<file path="config.mk">
export PLATFORM = sky130hd
export DESIGN_NAME = scc_stop_ctrl
export DESIGN_NICKNAME = d
export VERILOG_FILES = /design/src/core/scc_pkg.sv /design/src/core/scc_timer.sv /design/src/core/scc_stop_ctrl.sv
export SDC_FILE = /design/constraint.sdc
export NUM_CORES = 1
export LEC_CHECK = 0
export BUFFER_PORTS_ARGS = -buffer_cell sky130_fd_sc_hd__buf_2
export CORE_UTILIZATION = 46
export CTS_CLUSTER_DIAMETER = 100
export DETAILED_ROUTE_END_ITERATION = 16
export PLACE_DENSITY = 0.74
export SLEW_MARGIN = 30
export SYNTH_ARGS = -nofsm -noshare
export SYNTH_HDL_FRONTEND = slang
export SYNTH_SLANG_ARGS = --single-unit
export TNS_END_PERCENT = 20
</file>
<file path="constraint.sdc">
create_clock -name i_clk -period 1.53 [get_ports i_clk]
set_input_delay 0.0765 -clock i_clk [delete_from_list [all_inputs] [get_ports i_clk]]
set_output_delay 0.0765 -clock i_clk [all_outputs]
set_load 0.01 [all_outputs]
</file>
<file path="src/core/scc_pkg.sv">
/*
 stop condition control package: control register layout, reset values,
 stop sequence states and bus timing counts.
 assumes a 25 MHz controller clock.
*/
package scc_pkg;
	localparam int CLK_MHZ = 25;
	localparam int CLK_PERIOD_NS = 40;
	// register offsets
	localparam logic [1:0] ADDR_CTRL = 2'h0;
	localparam logic [1:0] ADDR_STAT = 2'h1;
	localparam logic [1:0] ADDR_FLAG = 2'h2;
	// control register bit positions
	localparam int BIT_STOP = 0;
	localparam int BIT_START = 1;
	localparam int BIT_ACK_EN = 2;
	localparam int BIT_WTIM = 3;
	localparam int BIT_WREL = 5;
	localparam int BIT_LREL = 6;
	localparam int BIT_ENABLE = 7;
	// status register bit positions
	localparam int BIT_TRC = 3;
	localparam int BIT_MSTS = 7;
	// flag register bit positions
	localparam int BIT_RSV_DIS = 0;
	localparam logic [7:0] CTRL_RESET = 8'h00;
	localparam logic [7:0] FLAG_RESET = 8'h00;
	// stop setup time, ns; least time rounds up
	localparam int T_STOP_SETUP_NS = 4000;
	localparam int STOP_SETUP_CYC = (T_STOP_SETUP_NS + CLK_PERIOD_NS - 1) / CLK_PERIOD_NS;
	// scl half period for the ninth clock, ns
	localparam int T_SCL_HALF_NS = 5000;
	localparam int SCL_HALF_CYC = (T_SCL_HALF_NS + CLK_PERIOD_NS - 1) / CLK_PERIOD_NS;
	typedef enum logic [2:0] {
		SCC_IDLE = 3'b000,
		SCC_SDA_LOW = 3'b001,
		SCC_SCL_HIGH = 3'b010,
		SCC_SETUP = 3'b011,
		SCC_DONE = 3'b100
	} scc_state_e;
	// bus line drive bundle
	typedef struct packed {
		logic scl_oe;
		logic sda_oe;
	} scc_drive_s;
endpackage

</file>
<file path="src/core/scc_timer.sv">
/*
 down counter whose done output holds high once a loaded count has elapsed.
 assumes load and count come from logic on the same clock.
*/
`timescale 1ns/1ns
module scc_timer #(
	parameter int WIDTH = 8
) (
	// clock and reset
	input wire logic i_clk,
	input wire logic i_reset_n,
	// control
	input wire logic i_load,
	input wire logic [WIDTH-1:0] i_count,
	// result
	output logic o_done
);
	logic [WIDTH-1:0] count;
	wire zero = (count == '0);
	// count down after load, done holds at zero
	always_ff @(posedge i_clk or negedge i_reset_n) begin
		if (!i_reset_n) begin
			count <= '0;
		end else if (i_load) begin
			count <= i_count;
		end else if (!zero) begin
			count <= count - 1'b1;
		end
	end
	assign o_done = zero & ~i_load;
endmodule

</file>
<file path="src/core/scc_stop_ctrl.sv">
/*
 stop condition control for a two-wire serial bus controller: control,
 flag and status registers, stop trigger, stop pin sequence, ninth clock
 acknowledge and wait release.
 assumes open-drain scl/sda pins resolved outside, and a byte engine that
 reports wait, ninth clock, start generated, stop detected and lost arbitration.
*/
`timescale 1ns/1ns
module scc_stop_ctrl
	import scc_pkg::*;
#(
	parameter int TWIDTH = 8
) (
	// clock and reset
	input wire logic i_clk,
	input wire logic i_reset_n,
	// register port
	input wire logic [1:0] i_addr,
	input wire logic [7:0] i_wdata,
	input wire logic i_wr,
	input wire logic i_rd,
	output logic [7:0] o_rdata,
	// byte engine events
	input wire logic i_in_wait,
	input wire logic i_ninth_clk,
	input wire logic i_receiving,
	input wire logic i_transmit_set,
	input wire logic i_start_gen,
	input wire logic i_stop_det,
	input wire logic i_arb_lost,
	// pins
	input wire logic i_scl,
	input wire logic i_sda,
	output logic o_scl_out,
	output logic o_scl_oe,
	output logic o_sda_out,
	output logic o_sda_oe,
	// state out
	output logic o_stop_busy,
	output logic o_wait_release
);
	// synchronised pins
	logic [1:0] scl_sync;
	logic [1:0] sda_sync;
	always_ff @(posedge i_clk or negedge i_reset_n) begin
		if (!i_reset_n) begin
			scl_sync <= 2'h3;
			sda_sync <= 2'h3;
		end else begin
			scl_sync <= {scl_sync[0], i_scl};
			sda_sync <= {sda_sync[0], i_sda};
		end
	end
	wire scl_high = scl_sync[1];

	logic stop_trigger;
	logic start_trigger;
	logic ack_enable;
	logic wait_timing_select;
	logic controller_enable;
	logic reservation_disable;
	logic master_status_flag;
	logic transmit_receive_status;
	logic wait_release;
	scc_state_e state, next_state;
	scc_drive_s drive, next_drive;

	// write decode
	wire wr_ctrl = i_wr & (i_addr == ADDR_CTRL);
	wire wr_flag = i_wr & (i_addr == ADDR_FLAG);
	wire set_stop = wr_ctrl & i_wdata[BIT_STOP];
	wire set_start = wr_ctrl & i_wdata[BIT_START];
	wire set_lrel = wr_ctrl & i_wdata[BIT_LREL];
	wire new_enable = wr_ctrl ? i_wdata[BIT_ENABLE] : controller_enable;
	wire disabling = controller_enable & ~new_enable;
	wire stop_done = (state == SCC_DONE);
	// abort paths: forced release or disable
	wire abort = set_lrel | ~new_enable;

	// control register; stop trigger set only by software
	always_ff @(posedge i_clk or negedge i_reset_n) begin
		if (!i_reset_n) begin
			stop_trigger <= CTRL_RESET[BIT_STOP];
			start_trigger <= CTRL_RESET[BIT_START];
			ack_enable <= CTRL_RESET[BIT_ACK_EN];
			wait_timing_select <= CTRL_RESET[BIT_WTIM];
			controller_enable <= CTRL_RESET[BIT_ENABLE];
			reservation_disable <= FLAG_RESET[BIT_RSV_DIS];
		end else begin
			controller_enable <= new_enable;
			if (wr_ctrl) begin
				ack_enable <= i_wdata[BIT_ACK_EN];
				wait_timing_select <= i_wdata[BIT_WTIM];
			end
			if (wr_flag)
				reservation_disable <= i_wdata[BIT_RSV_DIS];
			// trigger clears on done/release/disable, set wins otherwise
			if (abort)
				stop_trigger <= 1'b0;
			else if (set_stop & ~set_start)
				stop_trigger <= 1'b1;
			else if (stop_done)
				stop_trigger <= 1'b0;
			if (abort | i_arb_lost | i_start_gen)
				start_trigger <= 1'b0;
			else if (set_start & ~set_stop)
				start_trigger <= 1'b1;
		end
	end

	// master status and transmit/receive status
	always_ff @(posedge i_clk or negedge i_reset_n) begin
		if (!i_reset_n) begin
			master_status_flag <= 1'b0;
			transmit_receive_status <= 1'b0;
		end else begin
			if (i_start_gen & controller_enable)
				master_status_flag <= 1'b1;
			else if (i_stop_det | i_arb_lost | set_lrel | disabling)
				master_status_flag <= 1'b0;
			if (i_transmit_set)
				transmit_receive_status <= 1'b1;
			else if (wait_release & transmit_receive_status & i_ninth_clk)
				transmit_receive_status <= 1'b0;
			else if (disabling | set_lrel | i_stop_det)
				transmit_receive_status <= 1'b0;
		end
	end

	// wait release is a one-cycle pulse from a control write
	always_ff @(posedge i_clk or negedge i_reset_n) begin
		if (!i_reset_n)
			wait_release <= 1'b0;
		else
			wait_release <= wr_ctrl & i_wdata[BIT_WREL] & i_in_wait;
	end

	// one timer shared by ninth clock high and stop setup
	logic t_load;
	logic [TWIDTH-1:0] t_count;
	logic t_done;
	scc_timer #(.WIDTH(TWIDTH)) u_timer (
		.i_clk(i_clk),
		.i_reset_n(i_reset_n),
		.i_load(t_load),
		.i_count(t_count),
		.o_done(t_done)
	);

	// stop starts only in wait; on ninth clock with wait timing 0, scl is left released
	wire stop_go = stop_trigger & controller_enable & i_in_wait;
	wire ninth_stop = ~wait_timing_select & i_ninth_clk;

	// stop sequence
	always_comb begin
		next_state = state;
		next_drive = drive;
		t_load = 1'b0;
		t_count = TWIDTH'(STOP_SETUP_CYC);
		unique case (state)
			SCC_IDLE: begin
				if (stop_go) begin
					next_state = SCC_SDA_LOW;
					next_drive = '{scl_oe: ~ninth_stop, sda_oe: 1'b1};
					t_load = 1'b1;
					t_count = TWIDTH'(SCL_HALF_CYC);
				end
			end
			SCC_SDA_LOW: begin
				if (t_done) begin
					next_state = SCC_SCL_HIGH;
					next_drive.scl_oe = 1'b0;
				end
			end
			SCC_SCL_HIGH: begin
				if (scl_high) begin
					next_state = SCC_SETUP;
					t_load = 1'b1;
				end
			end
			SCC_SETUP: begin
				if (t_done) begin
					next_state = SCC_DONE;
					next_drive.sda_oe = 1'b0;
				end
			end
			SCC_DONE: begin
				next_state = SCC_IDLE;
			end
			default: begin
				next_state = SCC_IDLE;
				next_drive = '0;
			end
		endcase
		if (abort) begin
			next_state = SCC_IDLE;
			next_drive = '0;
		end
	end

	always_ff @(posedge i_clk or negedge i_reset_n) begin
		if (!i_reset_n) begin
			state <= SCC_IDLE;
			drive <= '0;
		end else begin
			state <= next_state;
			drive <= next_drive;
		end
	end

	// acknowledge drive on ninth clock when receiving
	wire ack_drive = ack_enable & i_ninth_clk & i_receiving & ~transmit_receive_status;

	// pins: drive low only, released otherwise
	assign o_scl_out = 1'b0;
	assign o_sda_out = 1'b0;
	assign o_scl_oe = drive.scl_oe;
	assign o_sda_oe = drive.sda_oe | (ack_drive & (state == SCC_IDLE));
	assign o_stop_busy = (state != SCC_IDLE);
	assign o_wait_release = wait_release;

	// read mux; trigger bits always read back 0
	wire [7:0] ctrl_rd = {controller_enable, 3'h0, wait_timing_select, ack_enable, 2'h0};
	wire [7:0] stat_rd = {master_status_flag, 3'h0, transmit_receive_status, 3'h0};
	wire [7:0] flag_rd = {7'h00, reservation_disable};
	wire [7:0] rd_mux = (i_addr == ADDR_CTRL) ? ctrl_rd :
		(i_addr == ADDR_STAT) ? stat_rd :
		(i_addr == ADDR_FLAG) ? flag_rd : 8'h00;
	always_ff @(posedge i_clk or negedge i_reset_n) begin
		if (!i_reset_n)
			o_rdata <= 8'h00;
		else if (i_rd)
			o_rdata <= rd_mux;
		else
			o_rdata <= 8'h00;
	end
endmodule

</file>
After elaboration in Yosys (flattened, before gate mapping)
Cells that the tools add are included.

word-level totals
  flip-flop bits (word level) = 31
  bits of input ports = 23
  output and inout port bits = 14
  word-level logic and storage cells = 104

cells by class
  add/sub/neg operators = 1
  equality and inequality tests = 13
  mux-type cells = 31
  bitwise logic cells = 33
  reductions and logical operators = 12

operators by type and width
  cell                                                                      count
  8-bit 2-to-1 mux                                                          5
  1-bit AND                                                                 20
  3-bit 2-to-1 mux                                                          5
  1-bit 2-to-1 mux                                                          13
  3-bit inequality test (second input constant)                             4
  3-bit one-hot mux with 4 select lines                                     1
  5-bit 2-to-1 mux                                                          2
  3-bit nonzero test                                                        3
  8-bit zero test                                                           1
  8-bit by 1-bit subtractor with 8-bit output (second input constant)       1
  1-bit OR                                                                  7
  3-bit by 2-bit equality test with 1-bit output (second input constant)    2
  2-bit by 1-bit inequality test with 1-bit output (second input constant)  3
  1-bit inverter                                                            6
  1-bit one-hot mux with 3 select lines                                     2
  3-bit AND reduction                                                       2
  3-bit OR reduction                                                        2
  2-bit 2-to-1 mux                                                          2
  4-bit AND reduction                                                       1
  3-bit by 1-bit equality test with 1-bit output (second input constant)    1
  3-bit equality test (second input constant)                               1
  3-bit zero test                                                           1
  2-bit by 1-bit equality test with 1-bit output (second input constant)    1
  2-bit equality test (second input constant)                               1
  other kinds (3)                                                           3

Logic depth before layout (Yosys ltp)
  depth after elaboration = 10
  depth in mapped cells = 6

Cells and area by module
From an unflattened synthesis, not the netlist that was laid out.

second synthesis, totals
  cell total of the unflattened synthesis = 145
  area total of the unflattened synthesis = 1446.4 um2

by module, submodules not included
  module         times used  cells an instance  area each (um2)  sequential area each (um2)
  scc_stop_ctrl  1           94                 960.9            478.0
  scc_timer      1           51                 485.5            200.2

Worst setup path before layout
Ideal clock, no wire load.

  kind = register to register
  start = reg u_timer.count[0]
  end = reg u_timer.count[6]
  library setup time = 0.139 ns
  arrival time = 1.401 ns
  data required time = 1.391 ns
  slack = -0.010 ns
  cell stages (with the launch flop) = 6
  clock period less this slack = 1.540 ns
  cells stage by stage = dfrtp_1 inv_1 ha_1 or3b_2 o31ai_1 o211ai_1

between the ends
  cells in the longest elaborated chain, start to end = 3
  elaborated cells on any way between the ends = 5
  those cells by class = add/sub (1); eq/ne (1); mux (2); reduce/logical (1)

ends and longest elaborated chain
  what                                         line             RTL
  start, declared                              scc_timer.sv:18  logic [WIDTH-1:0] count;
  start signal, assigned                       scc_timer.sv:25  count <= i_count;
  start signal, assigned                       scc_timer.sv:27  count <= count - 1'b1;
  8-bit by 1-bit subtractor with 8-bit output  scc_timer.sv:27
  8-bit 2-to-1 mux                             scc_timer.sv:26  end else if (!zero) begin
  8-bit 2-to-1 mux                             scc_timer.sv:24  end else if (i_load) begin

Several ways; a longest one is shown, not always the timed one. The select of a mux whose other input is x is not followed.
A chain may end at the register's enable or synchronous reset.

Worst setup path after layout
  start = reg u_timer.count[0]
  end = reg u_timer.count[5]

Same word-level chain as after synthesis.

==> metrics.md <==
| Metric | Value |
|---|---|
| Status | finished with violations |
| Failing checks | DRC, setup timing |
| Finished Layout Cells | between 200 and 250 |
| Via count | between 1,000 and 1,500 |
| Drt first pass iters | 10 |
| CTS tree | built |
| Crit. End Element | register |
| Post-DRT Antenna Nets | 0 |
| Clock tree root driver cell | clkbuf_4 |
| HP Class | primary input to register |
| Worst Setup Slack, final | -31.78 ps |
| Initial Utilization | a little under 50% |
| Ports | 37 |
| GRT Total Usage | between 20% and 30% |
| F_max | 0.6403 GHz |
| Pleak | 0.8774 nW |
| Tcrit/Tclk final | 102.1% |
| Area growth, synth to finish | 29.74% |
| Gr ovfl total | 0 |
| Clk Latency, worst-skew pair | roughly 330 ps |
| Pwr/cell area | roughly 1200 nW/µm² |
| Worst EP required | 1760 ps |
| Worst Setup Start Kind | register |
| Post-DR vias/cell | between 5 and 6 |
| Inst Count DP | approximately 190 |
| Fin nets | approximately 210 |
| Final Critical Period | about 1600 ps |
| RSZ-0062 raised after global routing | true |
| Chip width | between 50 and 60 µm |
| Synth Instances | 130 |
| DR top layer | met4 |
| Post-synth EDFFs | 0 |
| Slew Viols, Final | 0 |
| Initial DRC Count | 31 |
| Syn_area_per_cell | ~11 µm² |
| Clock Path Buffers | 2 |
| DIE AREA | 3251 µm² |
| Max_cap viols | 0 |
| Final Total Pwr | roughly 2.2 mW |
| Worst-margin pin slew | roughly 610 ps |
| Core Region | between 2000 and 3000 µm² |
| Post-Route WL | a little under 3000 µm |
| Vias in the first global route | 1,172 |
| Detail Route met3 WL | 94 µm |
| Layout cell share with drive strength beyond 1 | between 30% and 40% |
| First-pass GRT wire length | slightly above 5000 µm |
| Routed len/inst | 13.53 µm |
| YS warnings | 0 |
| Routability cong. | 0.8660 |
| Met1 wire length | about 1300 µm |
| Crit path kind | register to register |
| Register bit total from synthesis | 27 |
| Skew final | 12.10 ps |
| Port Buf Inserts | 28 |
| Initial antenna violation count | 0 |
| CP arrival | between 1500 and 2000 ps |
| Peak VDD IR | between 0.7 and 0.8 mV |
| Post-synth ARST share | 100.0% |
| Htree depth | 1 |
| Mapped cell area | roughly 1400 µm² |
| Final hold violations | 0 |
| Die height | about 57 µm |
| FP Rows | 19 |
| Total CTS buffers | 3 |
| Drt drc | 2 |
| Largest net degree at the start of global routing | 28 |
| Fillers | around 230 |
| Length of routed met2 wiring | around 1400 µm |
| Setup violators final | 2 |
| Netlist cell types | 46 |
| Most used DFF post-synth | dfrtp_1 |
| Diode count | 0 |
| Max-Slew Margin vs Limit | between 50% and 60% |
| Post-synthesis sequential area ratio | between 40% and 50% |
| Clk slew on worst S/H paths | 150 ps |
| Max FO, Critical Path | 3 |
| Hpwl dp | 2070 µm |
| Clock sinks | 27 |
==> logic make-up (layout without fill, tap and decap cells) <==
kind of cell    after synthesis  count (layout)  share of synthesized area (%)
mux                           5               5                          3.863
other cells                   1               6                         0.2693
buf+inv                      20              67                          8.176
simple gates                 44              44                          20.94
compound gates               27              27                          13.75
fa+ha+maj                     2               2                          1.797
xor+xnor                      4               4                          2.516
flops                        27              27                          48.70
==> flip-flops by register name, summed over array words and instances, names as in the netlist, 2 cells and up <==
signal         cells
state              3
scl_sync           2
u_timer.count      8
o_rdata            4
==> cell usage in the layout, fill, tap and decap left out, types with 2 or more instances in the layout <==
cell type	synthesis	layout
mux2i_1	2	2
clkbuf_4	0	3
conb_1	1	6
dfrtp_2	0	3
o211ai_1	2	2
nor4_1	2	2
nor3_1	4	3
nor2_1	7	7
o21ai_1	0	3
inv_2	0	2
nor3_2	2	2
a31oi_1	2	2
dfrtp_1	25	22
o31ai_1	2	2
a21oi_1	3	3
nor2b_1	4	4
nand2_1	8	7
nand2b_1	3	3
o21ai_0	8	5
dlygate4sd3_1	0	11
inv_1	10	8
buf_4	8	13
mux2_2	3	3
dfstp_2	2	2
buf_2	1	28
and3_1	2	2
xnor2_1	3	3
==> routing by layer <==
layer | vias to the layer above | global-route usage (%)
li1 | 556 | -
met1 | 526 | 26.30
met2 | 25 | 34.29
met3 | 4 | 4.762
met4 | 0 | 6.272
met5 | - | 0
==> metrics by stage <==
stage | cell area, µm² | util (%) | worst slack (ps) | setup TNS, ps | hold WS, ps
global route | 1807 | 64.41 | -145.4 | -823.3 | 19.96
finish | 1807 | 64.41 | -31.78 | -49.15 | 32.61
detailed placement | 1592 | 56.74 | -80.94 | -234.8 | 118.8
floorplan | 1414 | - | 39.40 | 0 | -219.1
CTS | 1803 | 64.27 | -35.24 | -81.91 | 31.51
global placement | 1592 | 56.74 | -0.5794 | -0.5794 | 109.9
==> final timing paths <==
kind                            cells after the start          endpoint              from  slack [ps]
worst max-delay path                                5  u_timer.count[5]  u_timer.count[0]         -30
worst min-delay path                                2    o_wait_release         i_in_wait          30
worst max register to register                      5  u_timer.count[5]  u_timer.count[0]         -30
worst min register to register                      0       scl_sync[1]       scl_sync[0]         370
max in group asynchronous                           2          state[0]         i_reset_n         820
min in group asynchronous                           2        o_rdata[2]         i_reset_n         260
==> synthesized netlist by cell type, types with 2 or more instances <==
library cell	n	area, µm²
nor4_1	2	12.51
inv_1	10	37.54
o211ai_1	2	15.01
a31oi_1	2	12.51
nor3_1	4	20.02
nor2_1	7	26.28
ha_1	2	25.02
dfrtp_1	25	625.6
a21oi_1	3	15.01
dfstp_2	2	52.55
nor2b_1	4	25.02
xnor2_1	3	26.28
nand3_1	2	10.01
and3_1	2	12.51
o31ai_1	2	15.01
mux2_2	3	33.78
buf_4	8	60.06
mux2i_1	2	20.02
o21ai_0	8	40.04
nand2_1	8	30.03
nand2b_1	3	18.77
nor3_2	2	20.02
==> critical path: stages, from the launching register on <==
cell and delay, ps:
dfrtp_1 420, buf_4 150, or4_4 450, a211oi_2 230, xnor2_1 140, nand2_1 70
==> repair_timing <==
action,in CTS,in global routing
hold buffers,11,0
pin swaps,4,4
cloned,0,0
endpoints found under the hold margin,35,0
setup endpoints to repair,13,13
resized for setup,13,4
setup buffers,4,0
==> area by class of cell <==
cell class | instances | area (µm²) | area share, %
Sequential cell | 27 | 681.9 | 37.74
Clock buffer | 4 | 26.28 | 1.454
Multi-Input combinational cell | 88 | 663.1 | 36.70
Inverter | 10 | 37.54 | 2.078
Timing Repair Buffer | 53 | 359.1 | 19.88
Tap cell | 31 | 38.79 | 2.147
==> power breakdown <==
group / total (mW) / internal, mW / switching [mW]
Clock: 0.316 / 0.102 / 0.213
Combinational: 0.837 / 0.477 / 0.360
Sequential: 1.02 / 0.863 / 0.156
Total: 2.17 / 1.44 / 0.730
Power figures use the tool's default switching activity.
